[config.mk]
export PLATFORM = sky130hd
export DESIGN_NAME = vlsr_regs
export DESIGN_NICKNAME = d
export VERILOG_FILES = /design/src/vlsr_pkg.sv /design/src/vlsr_ramp_if.sv /design/src/vlsr_ramp.sv /design/src/vlsr_regs.sv
export VERILOG_INCLUDE_DIRS = /design/src
export SDC_FILE = /design/constraint.sdc
export NUM_CORES = 1
export LEC_CHECK = 0
export BUFFER_PORTS_ARGS = -buffer_cell sky130_fd_sc_hd__buf_2
export CAP_MARGIN = 20
export CORE_MARGIN = 2
export CORE_UTILIZATION = 60
export CTS_BUF_LIST = sky130_fd_sc_hd__clkbuf_2
export CTS_CLUSTER_SIZE = 8
export DETAILED_ROUTE_END_ITERATION = 10
export PLACE_DENSITY = 0.78
export RECOVER_POWER = 25
export SLEW_MARGIN = 20
export SYNTH_ARGS = -nofsm -noshare
export SYNTH_HDL_FRONTEND = slang
export SYNTH_SLANG_ARGS = --single-unit
[constraint.sdc]
create_clock -name sys_clk -period 6.5 [get_ports sys_clk]
set_input_delay 1.3 -clock sys_clk [delete_from_list [all_inputs] [get_ports sys_clk]]
set_output_delay 1.3 -clock sys_clk [all_outputs]
set_load 0.1 [all_outputs]
[src/vlsr_params.svh]
// Operation
// - A setpoint write above the channel's upper limit is a violation event.
// - A violation sets the none-of-the-above bit of the summary status byte.
// - A violation sets the output-voltage bit of the status word.
// - A violation sets the limit warning bit of that channel's output status.
// - A violation drives the alert line as the alert mask allows.
// - The upper limit is two bytes read in the current output format.
// - Page 0 addresses channel 1, page 1 addresses channel 2.
// - Page 81 writes both channels' copies at once.
// - Writes to a slave-phase channel are stored but cause no behaviour.
// - Linear limit uses exponent 10111, minus nine, 1.953 mV per count.
// - Scale factor 1 accepts linear limit 307 to 768.
// - Scale factor 0.5 accepts linear limit 614 to 1536.
// - Scale factor 0.25 accepts linear limit 1229 to 3072.
// - Linear limit resets to 0x0300.
// - Voltage-ID limit resets to 0x00fb and accepts 0x0047 to 0x00fb.
// - Setpoint changes ramp toward the new target at the selected slew.
// - Slew field 2:0 selects 0.065 up to 1.953 mV/us.
// - Slew bits 15:3 ignore writes and read as zero.
// - Slew register resets to 0x0006, 0.977 mV/us.
// - Voltage-ID codes step 5 mV from 0.250 V at code 1; code 0 is off.
// - Format register takes only 0x17 linear or 0x21 voltage-ID.
`ifndef VLSR_PARAMS_SVH
`define VLSR_PARAMS_SVH

// ----------------------------------------------------------------
// Command codes and pages
// ----------------------------------------------------------------
`define CMD_CLEAR 8'h03
`define CMD_FMT 8'h20
`define CMD_SETPT 8'h21
`define CMD_LIMIT 8'h24
`define CMD_SLEW 8'h27
`define PAGE_CH1 8'h00
`define PAGE_CH2 8'h01
`define PAGE_ALL 8'h81

// ----------------------------------------------------------------
// Formats, ranges, resets
// ----------------------------------------------------------------
`define FMT_LINEAR 8'h17
`define FMT_VID 8'h21
`define LIN_EXP 5'h17
`define LIMIT_RST_LIN 16'h0300
`define LIMIT_RST_VID 16'h00fb
`define VID_LIMIT_MIN 16'h0047
`define SCALE_X1 3'h4
`define SCALE_X05 3'h2
`define SCALE_X025 3'h1
`define LIN_MIN_X1 16'h0133
`define LIN_MAX_X1 16'h0300
`define LIN_MIN_X05 16'h0266
`define LIN_MAX_X05 16'h0600
`define LIN_MIN_X025 16'h04cd
`define LIN_MAX_X025 16'h0c00
`define SETPT_RST_LIN 16'h0133
`define SETPT_RST_VID 16'h0047
`define SLEW_RST 16'h0006
`define SLEW_MSB 2

// ----------------------------------------------------------------
// Status bit positions
// ----------------------------------------------------------------
`define STS_BYTE_NOA_BIT 0
`define STS_WORD_VOUT_BIT 15
`define STS_VOUT_WARN_BIT 3

// ----------------------------------------------------------------
// Timing and slew steps in uV
// ----------------------------------------------------------------
`define CLK_PERIOD_NS 10
`define US_NS 1000
`define US_CYCLES (`US_NS / `CLK_PERIOD_NS)
`define LIN_STEP_UV 13'h07a1
`define VID_STEP_UV 13'h1388
`define RATE_UV_0 13'h0041
`define RATE_UV_1 13'h0062
`define RATE_UV_2 13'h008c
`define RATE_UV_3 13'h00f4
`define RATE_UV_4 13'h0146
`define RATE_UV_5 13'h01e8
`define RATE_UV_6 13'h03d1
`define RATE_UV_7 13'h07a1

`endif

[src/vlsr_pkg.sv]
package vlsr_pkg;

    typedef enum logic [1:0] {
        RAMP_IDLE = 2'b00,
        RAMP_UP = 2'b01,
        RAMP_DOWN = 2'b10
    } vlsr_ramp_st_t;

    typedef struct packed {
        vlsr_ramp_st_t st;
        logic [6:0] us_cnt;
        logic [12:0] acc;
        logic [15:0] level;
    } vlsr_ramp_t;

    typedef struct packed {
        logic [1:0][15:0] limit;
        logic [1:0][2:0] slew;
        logic [1:0][15:0] target;
        logic [7:0] fmt;
        logic [1:0] warn;
        logic noa;
        logic vout_sum;
        logic alert;
        logic rd_valid;
        logic [15:0] rd_data;
    } vlsr_regs_t;

endpackage

[src/vlsr_ramp_if.sv]
`timescale 1ns/1ps
interface vlsr_ramp_if;
    logic [15:0] target;
    logic [2:0] rate_sel;
    logic vid_mode;
    logic hold;
    logic [15:0] level;
    logic busy;
    modport ctrl (output target, output rate_sel, output vid_mode, output hold, input level, input busy);
    modport ramp (input target, input rate_sel, input vid_mode, input hold, output level, output busy);
endinterface

[src/vlsr_ramp.sv]
`timescale 1ns/1ps
`include "vlsr_params.svh"
module vlsr_ramp
    import vlsr_pkg::*;
(
    input logic sys_clk, // System clock
    input logic rstn, // Async reset, active low
    vlsr_ramp_if.ramp rif // Target in, level out
);

    localparam logic [6:0] US_LAST = 7'(`US_CYCLES - 1);

    vlsr_ramp_t s;
    vlsr_ramp_t n;
    logic tick;
    logic [12:0] rate;
    logic [12:0] step;
    logic [12:0] sum;

    always_comb begin
        case (rif.rate_sel)
            3'h0: rate = `RATE_UV_0;
            3'h1: rate = `RATE_UV_1;
            3'h2: rate = `RATE_UV_2;
            3'h3: rate = `RATE_UV_3;
            3'h4: rate = `RATE_UV_4;
            3'h5: rate = `RATE_UV_5;
            3'h6: rate = `RATE_UV_6;
            default: rate = `RATE_UV_7;
        endcase
    end

    assign step = rif.vid_mode ? `VID_STEP_UV : `LIN_STEP_UV;
    assign tick = (s.us_cnt == US_LAST);
    assign sum = 13'(s.acc + rate);

    always_comb begin
        n = s;
        n.us_cnt = tick ? 7'h00 : 7'(s.us_cnt + 7'h01);
        unique case (s.st)
            RAMP_IDLE: begin
                n.acc = 13'h0000;
                if (!rif.hold && rif.target > s.level) begin
                    n.st = RAMP_UP;
                end else if (!rif.hold && rif.target < s.level) begin
                    n.st = RAMP_DOWN;
                end
            end
            RAMP_UP: begin
                if (rif.hold || s.level >= rif.target) begin
                    n.st = RAMP_IDLE;
                end else if (tick) begin
                    n.acc = (sum >= step) ? 13'(sum - step) : sum;
                    n.level = (sum >= step) ? 16'(s.level + 16'h0001) : s.level;
                end
            end
            RAMP_DOWN: begin
                if (rif.hold || s.level <= rif.target) begin
                    n.st = RAMP_IDLE;
                end else if (tick) begin
                    n.acc = (sum >= step) ? 13'(sum - step) : sum;
                    n.level = (sum >= step) ? 16'(s.level - 16'h0001) : s.level;
                end
            end
            default: begin
                n.st = RAMP_IDLE;
            end
        endcase
    end

    always_ff @(posedge sys_clk or negedge rstn) begin
        if (!rstn) begin
            s <= '0;
            s.level <= `SETPT_RST_LIN;
        end else begin
            s <= n;
        end
    end

    assign rif.level = s.level;
    assign rif.busy = (s.st != RAMP_IDLE);
endmodule

[src/vlsr_regs.sv]
`timescale 1ns/1ps
`include "vlsr_params.svh"
module vlsr_regs
    import vlsr_pkg::*;
(
    input logic sys_clk, // System clock, 100 MHz
    input logic rstn, // Async reset, active low
    input logic [7:0] cmd_code, // Command code of access
    input logic [7:0] page, // Current page value
    input logic wr_en, // Write strobe, one cycle
    input logic [15:0] wr_data, // Write data, two bytes
    input logic rd_en, // Read strobe, one cycle
    output logic [15:0] rd_data, // Read data
    output logic rd_valid, // Read data valid, one cycle
    input logic [5:0] scale_mant, // Feedback scale mantissa, 3 bits per channel
    input logic [1:0] slave_phase, // Channel runs as slave phase
    input logic [1:0] alert_mask, // Masks warning from alert per channel
    output logic [7:0] status_byte, // Summary status byte
    output logic [15:0] status_word, // Status word
    output logic [15:0] status_vout, // Output status, ch1 low byte
    output logic alert_n, // Alert line, active low
    output logic [31:0] vout_level, // Ramped setpoint, ch1 low half
    output logic [1:0] ramp_busy, // Ramp in progress per channel
    output logic [1:0] output_off // Voltage-ID code zero, no output
);

    vlsr_regs_t s;
    vlsr_regs_t n;
    logic is_vid;
    logic clr;
    logic fmt_ok;
    logic fmt_wr;
    logic rd_ch;
    logic [15:0] rd_mux;
    logic [1:0] sel;
    logic [1:0] lim_ok;
    logic [1:0] lim_wr;
    logic [1:0] slew_wr;
    logic [1:0] sp_wr;
    logic [1:0] over;
    logic [1:0] viol;
    logic [1:0] sp_ok;

    // ----------------------------------------------------------------
    // Linear limit range check
    // ----------------------------------------------------------------
    function automatic logic lin_ok(input logic [15:0] d, input logic [2:0] sc);
        logic ok;
        ok = 1'b0;
        case (sc)
            `SCALE_X1: ok = (d >= `LIN_MIN_X1) && (d <= `LIN_MAX_X1);
            `SCALE_X05: ok = (d >= `LIN_MIN_X05) && (d <= `LIN_MAX_X05);
            `SCALE_X025: ok = (d >= `LIN_MIN_X025) && (d <= `LIN_MAX_X025);
            default: ok = 1'b0;
        endcase
        return ok;
    endfunction

    // ----------------------------------------------------------------
    // Decode
    // ----------------------------------------------------------------
    assign is_vid = (s.fmt == `FMT_VID);
    assign clr = wr_en && (cmd_code == `CMD_CLEAR);
    assign fmt_ok = (wr_data[7:0] == `FMT_LINEAR) || (wr_data[7:0] == `FMT_VID);
    assign fmt_wr = wr_en && (cmd_code == `CMD_FMT) && fmt_ok;
    assign rd_ch = (page == `PAGE_CH2);

    generate
        for (genvar g = 0; g < 2; g++) begin : g_ch
            vlsr_ramp_if rif ();

            assign sel[g] = (page == ((g == 0) ? `PAGE_CH1 : `PAGE_CH2)) || (page == `PAGE_ALL);
            assign lim_ok[g] = is_vid ? ((wr_data >= `VID_LIMIT_MIN) && (wr_data <= `LIMIT_RST_VID))
                                      : lin_ok(wr_data, scale_mant[g*3 +: 3]);
            assign lim_wr[g] = wr_en && (cmd_code == `CMD_LIMIT) && sel[g] && lim_ok[g];
            assign slew_wr[g] = wr_en && (cmd_code == `CMD_SLEW) && sel[g];
            assign sp_wr[g] = wr_en && (cmd_code == `CMD_SETPT) && sel[g];
            assign over[g] = (wr_data > s.limit[g]);
            assign viol[g] = sp_wr[g] && over[g] && !slave_phase[g];
            assign sp_ok[g] = sp_wr[g] && (slave_phase[g] || !over[g]);

            assign rif.target = s.target[g];
            assign rif.rate_sel = s.slew[g];
            assign rif.vid_mode = is_vid;
            assign rif.hold = slave_phase[g];

            vlsr_ramp u_ramp (
                .sys_clk(sys_clk),
                .rstn(rstn),
                .rif(rif.ramp)
            );

            assign vout_level[g*16 +: 16] = rif.level;
            assign ramp_busy[g] = rif.busy;
            assign output_off[g] = is_vid && (rif.level == 16'h0000);
        end
    endgenerate

    // ----------------------------------------------------------------
    // Read mux
    // ----------------------------------------------------------------
    always_comb begin
        case (cmd_code)
            `CMD_LIMIT: rd_mux = s.limit[rd_ch];
            `CMD_SLEW: rd_mux = {13'h0000, s.slew[rd_ch]};
            `CMD_SETPT: rd_mux = s.target[rd_ch];
            `CMD_FMT: rd_mux = {8'h00, s.fmt};
            default: rd_mux = 16'h0000;
        endcase
    end

    // ----------------------------------------------------------------
    // Next state
    // ----------------------------------------------------------------
    always_comb begin
        n = s;
        for (int i = 0; i < 2; i++) begin
            if (lim_wr[i]) begin
                n.limit[i] = wr_data;
            end
            if (slew_wr[i]) begin
                n.slew[i] = wr_data[`SLEW_MSB:0];
            end
            if (sp_ok[i]) begin
                n.target[i] = wr_data;
            end
            n.warn[i] = viol[i] | (s.warn[i] & ~clr);
        end
        if (fmt_wr && (wr_data[7:0] != s.fmt)) begin
            n.fmt = wr_data[7:0];
            for (int i = 0; i < 2; i++) begin
                n.limit[i] = (wr_data[7:0] == `FMT_VID) ? `LIMIT_RST_VID : `LIMIT_RST_LIN;
                n.target[i] = (wr_data[7:0] == `FMT_VID) ? `SETPT_RST_VID : `SETPT_RST_LIN;
            end
        end
        n.noa = (|viol) | (s.noa & ~clr);
        n.vout_sum = (|viol) | (s.vout_sum & ~clr);
        n.alert = |(n.warn & ~alert_mask);
        n.rd_valid = rd_en;
        if (rd_en) begin
            n.rd_data = rd_mux;
        end
    end

    // ----------------------------------------------------------------
    // State register
    // ----------------------------------------------------------------
    always_ff @(posedge sys_clk or negedge rstn) begin
        if (!rstn) begin
            s <= '0;
            s.limit[0] <= `LIMIT_RST_LIN;
            s.limit[1] <= `LIMIT_RST_LIN;
            s.slew[0] <= 3'(`SLEW_RST);
            s.slew[1] <= 3'(`SLEW_RST);
            s.target[0] <= `SETPT_RST_LIN;
            s.target[1] <= `SETPT_RST_LIN;
            s.fmt <= `FMT_LINEAR;
        end else begin
            s <= n;
        end
    end

    // ----------------------------------------------------------------
    // Outputs
    // ----------------------------------------------------------------
    always_comb begin
        status_byte = 8'h00;
        status_byte[`STS_BYTE_NOA_BIT] = s.noa;
        status_word = {8'h00, status_byte};
        status_word[`STS_WORD_VOUT_BIT] = s.vout_sum;
        status_vout = 16'h0000;
        status_vout[`STS_VOUT_WARN_BIT] = s.warn[0];
        status_vout[8 + `STS_VOUT_WARN_BIT] = s.warn[1];
    end

    assign alert_n = ~s.alert;
    assign rd_data = s.rd_data;
    assign rd_valid = s.rd_valid;
endmodule

==> out/qor.yml, run 1 <==
routing:
  route.detailed.drc: 0
  highest_layer: "met5"
  wire_per_inst_um: 18.4
  dr_total_vias: 12374
  dr.pass1.iters: 6
  wl_mm: 37.3
  wl_met1_mm: 15.9
  ant_nets: 0
  drtIter0Drc: 1148
  dr_wl_met2_mm: 17.1
  wl_met3_mm: 3.01
  vias_per_cell: 6.11
cts:
  path_clk_slew_ns: 0.33
  htree_levels: 4
  cts.sinks: 176
  cts_tree: "done"
  post_cts_resized: 0
  cts_setup_buffers: 0
  cts-hold-fix-buffers: 0
  clk_latency_ns: 0.83
  numCtsBuffers: 17
  root_buffer: "clkbuf_2"
  clock_path_buffers: 2
place:
  gp_congestion: 0.933
  hpwl_mm: 28.3
  dpl-instance-area_um2: 14600
  place_ws_ns: 1.23
  port_buffers: 104
worst_setup_path:
  worst-endpoint-required_ns: 7.24
  slowest_delay_ns: 0.71
  crit_chain: "nor2_1, mux2_2, ha_1, fa_1, a21oi_1, o21ai_2, a2111oi_4, nor3b_1, o21a_1, nor2_1, xnor2_1, ha_1, nand3b_1, nand4bb_4, o2111ai_4, nand2_4, o21ai_4, mux2_1"
  reg2reg_from: "g_ch[0].rif.rate_sel[2]"
  crit_fanout: 15
  crit_arrival_ns: 6.06
  rr_worst_depth: 18
  path_class: "reg -> reg"
  slowest_stage: "dfstp_2"
  ff2ff_setup_slack_ns: 1.19
  rr_endpoint: "g_ch[0].u_ramp.rif.level[14]"
  cp-start-kind: "register"
  worst_setup_path_end_kind: "register"
  cp-startpoint: "g_ch[0].rif.rate_sel[2]"
grt:
  grt.overflow.total: 0
  grt_max_degree: 79
  first_global_vias: 11664
  grt_usage_pct: 29.3
  antenna_found_initial: 2
  grt_pass1_wl_mm: 60.2
timing:
  setup_tns_ns: 0
  hold_viol: 0
  post-route-min-period_ns: 5.31
  timing.final.ws_setup_ns: 1.19
  final-setup-viol-count: 0
  fmax_mhz: 188
  max-slew-margin-rel_pct: -80.9
  finClkSkew_ns: 0.0724
  rsz0062_at_grt: "false"
  finalMaxSlewViolations: 181
  fin_crit_sh_pct: 81.7
  worst_pin_slew_ns: 2.71
floorplanning:
  start_util_pct: 61.1
  die_h_um: 159
  io_pins: 140
  fp.dieW_um: 159
  core-area_um2: 23500
  die_area_um2: 25200
  rows: 56
outcome:
  violations: "capacitance limit, slew limit"
  status: "finished, violations left"
finish:
  layout_commonest_cell: "nand2_1"
  drive_above_1_share_pct: 13.6
  area_delta_synth_final_pct: 3.23
  nets: 1875
  fin_area_um2: 14900
  final_util_pct: 63.1
  layout_common_cells: "178 x nand2_1, 144 x dfrtp_1, 134 x ha_1"
yosys:
  ys_types: 97
  ys.flop_type: "dfrtp_1"
  yosysWarnings: 0
  synth-edff-count: 0
  syn_inst: 1679
  syn_area_um2: 14400
  ys_ff_latch: 176
  synth_area_per_cell_um2: 8.57
  ys_async_sr_fraction_pct: 100
  synth_seq_area_share_pct: 30.9
hold_path:
  whs_endpoint: "g_ch[1].u_ramp.s[29]"
  min_from: "g_ch[1].u_ramp.s[29]"
  hold_path.class: "reg -> reg"
  holdPathStages: 1
power_and_ir_drop:
  power.density_nw_per_um2: 369
  power.leakage_uw: 0.00711
  vdd_drop_max_mv: 0.338
flow_run:
  max-cap-violations: 3
## Yosys cell counts, drive strengths merged, types with 37 or more instances
cell type	count	area (um^2)
ha	134	1680
nor2	121	457
inv	130	488
dfrtp	144	3600
a21oi	114	586
nand2	180	686
o21ai	91	470
xor2	40	358
mux2i	72	721
buf	105	768
clkbuf	51	191
xnor2	37	332
## critical path: cells and delay by family (launching register included)
family / cells / cell delay, ns
compound gates: 6 / 1.96
xor+xnor: 1 / 0.10
simple gates: 6 / 0.84
fa+ha+maj: 3 / 0.99
flops: 1 / 0.71
mux: 2 / 0.66
## sequential cells by signal (all words and copies together), names as in the netlist
| signal | count |
|---|---|
| g_ch.rif.rate_sel | 6 |
| s | 41 |
| g_ch.u_ramp.s | 44 |
| status_word | 1 |
| rd_data | 16 |
| status_vout | 2 |
| status_byte | 1 |
| g_ch.u_ramp.rif.level | 32 |
| rd_valid | 1 |
| g_ch.rif.target | 32 |
## where the power goes
part / internal, uW / switching [uW] / leakage, uW / total, uW
Sequential: 1280 / 190 / 0.00215 / 1470
Clock: 147 / 496 / 0.000164 / 644
Combinational: 1050 / 2320 / 0.00479 / 3370
Total: 2470 / 3000 / 0.00711 / 5480
## logic make-up (layout without fill, tap and decap cells)
group / count (synthesis) / count (layout) / share of synthesized area (%)
other: 1 / 37 / 0.0261
multiplexers: 89 / 89 / 6.34
buffers and inverters: 287 / 278 / 10.1
flip-flops: 176 / 176 / 30.9
XOR/XNOR: 77 / 77 / 4.79
adder cells (fa/ha/maj): 138 / 138 / 12.2
AND/OR/NAND/NOR: 511 / 511 / 17.1
AO/OA/AOI/OAI: 400 / 400 / 18.6
## through the flow
stage / cells / hold WS, ns / total power, uW
finish: 2025 / 0.471 / 5480
floorplan: 1713 / 0.425 / 4360
detailed placement: 1990 / 0.447 / 4820
global placement: 1990 / 0.446 / 4710
global route: 2024 / 0.492 / 5870
CTS: 2022 / 0.304 / 5470
## how the worst max path moves through the flow
stage                                   end  slack, ns  cells past startpoint
2_1_floorplan  g_ch[0].u_ramp.rif.level[14]       1.78                     19
3_3_place_gp   g_ch[0].u_ramp.rif.level[14]       1.35                     17
3_5_place_dp   g_ch[0].u_ramp.rif.level[14]       1.23                     17
4_1_cts        g_ch[0].u_ramp.rif.level[14]       1.22                     18
5_1_grt        g_ch[0].u_ramp.rif.level[14]       0.82                     18
6_report       g_ch[0].u_ramp.rif.level[14]       1.19                     18
## layer usage
layer | GRT usage (%) | vias to the layer above
li1 | - | 5843
met3 | 5.77 | 85
met1 | 39.9 | 5925
met4 | 11.5 | 2
met2 | 46.1 | 519
met5 | 0 | -
## cell type report
| type | count | area (um^2) |
|---|---|---|
| Multi-Input combinational cell | 1250 | 8630 |
| Clock buffer | 17 | 85.1 |
| Clock inverter | 15 | 201 |
| Inverter | 131 | 492 |
| Fill cell | 2053 | 8680 |
| Timing Repair Buffer | 115 | 602 |
| Sequential cell | 176 | 4440 |
| Antenna cell | 2 | 5.00 |
| Tap cell | 319 | 399 |
No activity file was read; power rests on OpenSTA's default activity.
==> run 2, diff against run 1 <==
--- a/config.mk
+++ b/config.mk
@@ -9,11 +9,11 @@
 export BUFFER_PORTS_ARGS = -buffer_cell sky130_fd_sc_hd__buf_2
 export CAP_MARGIN = 20
 export CORE_MARGIN = 2
-export CORE_UTILIZATION = 60
+export CORE_UTILIZATION = 56
 export CTS_BUF_LIST = sky130_fd_sc_hd__clkbuf_2
 export CTS_CLUSTER_SIZE = 8
 export DETAILED_ROUTE_END_ITERATION = 10
-export PLACE_DENSITY = 0.78
+export PLACE_DENSITY = 0.76
 export RECOVER_POWER = 25
 export SLEW_MARGIN = 20
 export SYNTH_ARGS = -nofsm -noshare
==> constraint.sdc (replaced) <==
create_clock -name sys_clk -period 4.64 [get_ports sys_clk]
set_input_delay 0.928 -clock sys_clk [delete_from_list [all_inputs] [get_ports sys_clk]]
set_output_delay 0.928 -clock sys_clk [all_outputs]
set_load 0.1 [all_outputs]
==> run 2 against run 1 <==
The run still ends with capacitance limit, slew limit left. Non-clock buffer count up 27. Critical path depth unchanged. Clock-buffer cell count unchanged. Register-to-register slack worse by 1.1 ns. Clock skew down 0.016 ns. Critical path type unchanged. Critical endpoint is now g_ch[0].u_ramp.s[23]. Largest cell class unchanged.
==> out/qor.yml, run 2 (synthesis gave the netlist of run 1 again) <==
floorplanning:
  die_area_um2: 27000  # was 25200 um^2
  core-area_um2: 25200  # was 23500 um^2
  fp.dieW_um: 164  # was 159 um
  rows: 58  # was 56
  die_h_um: 164  # was 159 um
  io_pins: 140  # unchanged
  start_util_pct: 57.2  # was 61.1%
finish:
  largest-register: "g_ch.u_ramp.s"  # unchanged
  multi_input_area_um2: 8680  # was 8630 um^2
  reg.largest.list: "g_ch.u_ramp.s (44), s (41)"  # unchanged
  layout_commonest_cell: "nand2_1"  # unchanged
  seq_area_um2: 4440  # unchanged
  fillCellCount: 2182  # was 2053
  layout_common_cells: "178 x nand2_1, 144 x dfrtp_1, 134 x ha_1"  # unchanged
  nets: 1903  # was 1875
  largest_reg_flops: 44  # unchanged
  drive_above_1_share_pct: 15.4  # was 13.6%
  area_delta_synth_final_pct: 5.29  # was 3.23%
cts:
  cts_tree: "done"  # unchanged
  clock_path_buffers: 2  # unchanged
  root_buffer: "clkbuf_2"  # unchanged
  clk_latency_ns: 0.82  # was 0.83 ns
  cts-hold-fix-buffers: 0  # unchanged
  htree_levels: 4  # unchanged
  numCtsBuffers: 17  # unchanged
  cts.sinks: 176  # unchanged
  path_clk_slew_ns: 0.30  # was 0.33 ns
timing:
  max-slew-margin-rel_pct: -77.0  # was -80.9%
  post-route-min-period_ns: 4.51  # was 5.31 ns
  worst_pin_slew_ns: 2.66  # was 2.71 ns
  hold_viol: 0  # unchanged
  finClkSkew_ns: 0.0564  # was 0.0724 ns
  worst_hold_slack_ns: 0.286  # was 0.471 ns
  final-setup-viol-count: 0  # unchanged
  finalMaxSlewViolations: 102  # was 181
  timing.final.ws_setup_ns: 0.132  # was 1.19 ns
  fmax_mhz: 222  # was 188 MHz
  fin_crit_sh_pct: 97.2  # was 81.7%
hold_path:
  hold_path.class: "in -> reg"  # was reg -> reg
place:
  gp_congestion: 0.945  # was 0.933
  port_buffers: 104  # unchanged
  place_ws_ns: -0.0783  # was 1.23 ns
  hpwl_mm: 29.0  # was 28.3 mm
power_and_ir_drop:
  power.density_nw_per_um2: 513  # was 369 nW/um^2
  vdd_drop_max_mv: 0.856  # was 0.338 mV
  power.leakage_uw: 0.00727  # was 0.00711 uW
  power_uw: 7780  # was 5480 uW
flow_run:
  max-cap-violations: 1  # was 3
routing:
  ant_nets: 0  # unchanged
  wire_per_inst_um: 18.3  # was 18.4 um
  route.detailed.drc: 0  # unchanged
  drtIter0Drc: 1182  # was 1148
  wl_mm: 37.8  # was 37.3 mm
  dr.pass1.iters: 5  # was 6
  vias_per_cell: 6.01  # was 6.11
  dr_total_vias: 12408  # was 12374
worst_setup_path:
  worst-endpoint-required_ns: 5.35  # was 7.24 ns
  path_class: "reg -> reg"  # unchanged
  crit_arrival_ns: 5.22  # was 6.06 ns
  crit_fanout: 6  # was 15
  worst_setup_path_end_kind: "register"  # unchanged
  cp-start-kind: "register"  # unchanged
outcome:
  violations: "capacitance limit, slew limit"  # unchanged
  status: "finished, violations left"  # unchanged
grt:
  grt_usage_pct: 28.1  # was 29.3%
  grt_max_degree: 103  # was 79
  grt.overflow.total: 0  # unchanged
  grt_pass1_wl_mm: 60.1  # was 60.2 mm
  antenna_found_initial: 4  # was 2
  first_global_vias: 11554  # was 11664
run 2: cell count changes in the layout (fill, tap and decap cells not counted), sizes merged:
cell / previous run / this run
diode: 2 / 3
a21oi: 114 / 115
clkbuf: 21 / 20
inv: 138 / 137
buf: 111 / 139
bufinv: 0 / 1
run 2: area by class of cell:
type                    count  area share (%)
diodes                      3          0.0495
clock buffers              17           0.561
clock inverters            15            1.25
inverters                 131            3.24
multi-input cells        1251            57.2
flip-flops and latches    176            29.3
well taps                 330            2.72
repair buffers            142            5.61
run 2: report_power, final:
part           internal, uW  leakage (uW)  switching, uW
clock                   236      0.000162            644
sequential             1790       0.00215            281
combinational          1550       0.00495           3280
total                  3580       0.00727           4200
run 2: worst paths after layout:
check,from,to,slack (ns),cells past startpoint
max in group asynchronous,rstn,g_ch[1].u_ramp.rif.level[15],2.20,1
min in group asynchronous,rstn,g_ch[0].u_ramp.s[33],0.90,1
max reg2reg,g_ch[0].rif.rate_sel[1],g_ch[0].u_ramp.s[23],0.13,18
max,g_ch[0].rif.rate_sel[1],g_ch[0].u_ramp.s[23],0.13,18
min reg2reg,g_ch[1].u_ramp.s[29],g_ch[1].u_ramp.s[29],0.48,1
min,alert_mask[0],s[17],0.29,2
run 2: critical path, cell delays in order (launching register included):
cell       delay, ns
dfstp_2         0.60
mux2_2          0.33
ha_1            0.22
fa_2            0.38
a21oi_1         0.19
o21ai_2         0.12
a2111oi_4       0.35
nor3b_2         0.11
o21a_1          0.21
nor2_1          0.12
xnor2_1         0.10
ha_1            0.32
nand3b_1        0.10
nand4bb_4       0.27
o2111ai_4       0.31
buf_4           0.20
nand3_1         0.09
xor2_1          0.15
a31o_2          0.26
run 2: what timing repair did:
action | 4_1_cts | 5_1_grt
cloned | 0 | 2
pin swaps | 0 | 6
resized for setup | 1 | 6
buffers inserted | 0 | 3
endpoints found under the setup margin | 6 | 39
run 2: metrics by stage:
stage / cells / cell area, um^2 / utilization, % / TNS (ns)
final: 2065 / 15200 / 60.2 / 0
after floorplan: 1713 / 14500 / - / 0
after detailed placement: 2025 / 14800 / 58.7 / -0.264
after CTS: 2057 / 15100 / 59.8 / 0
after global placement: 2025 / 14800 / 58.7 / 0
after global routing: 2064 / 15200 / 60.2 / -0.432
run 2: routing by layer:
layer  wire length, um  vias up  global-route usage [%]
met2             18100      465                    47.0
met3              2720       59                    4.65
met1             16200     5973                    37.6
met5                16        -                       0
li1                  -     5907                       -
met4               780        4                    7.89
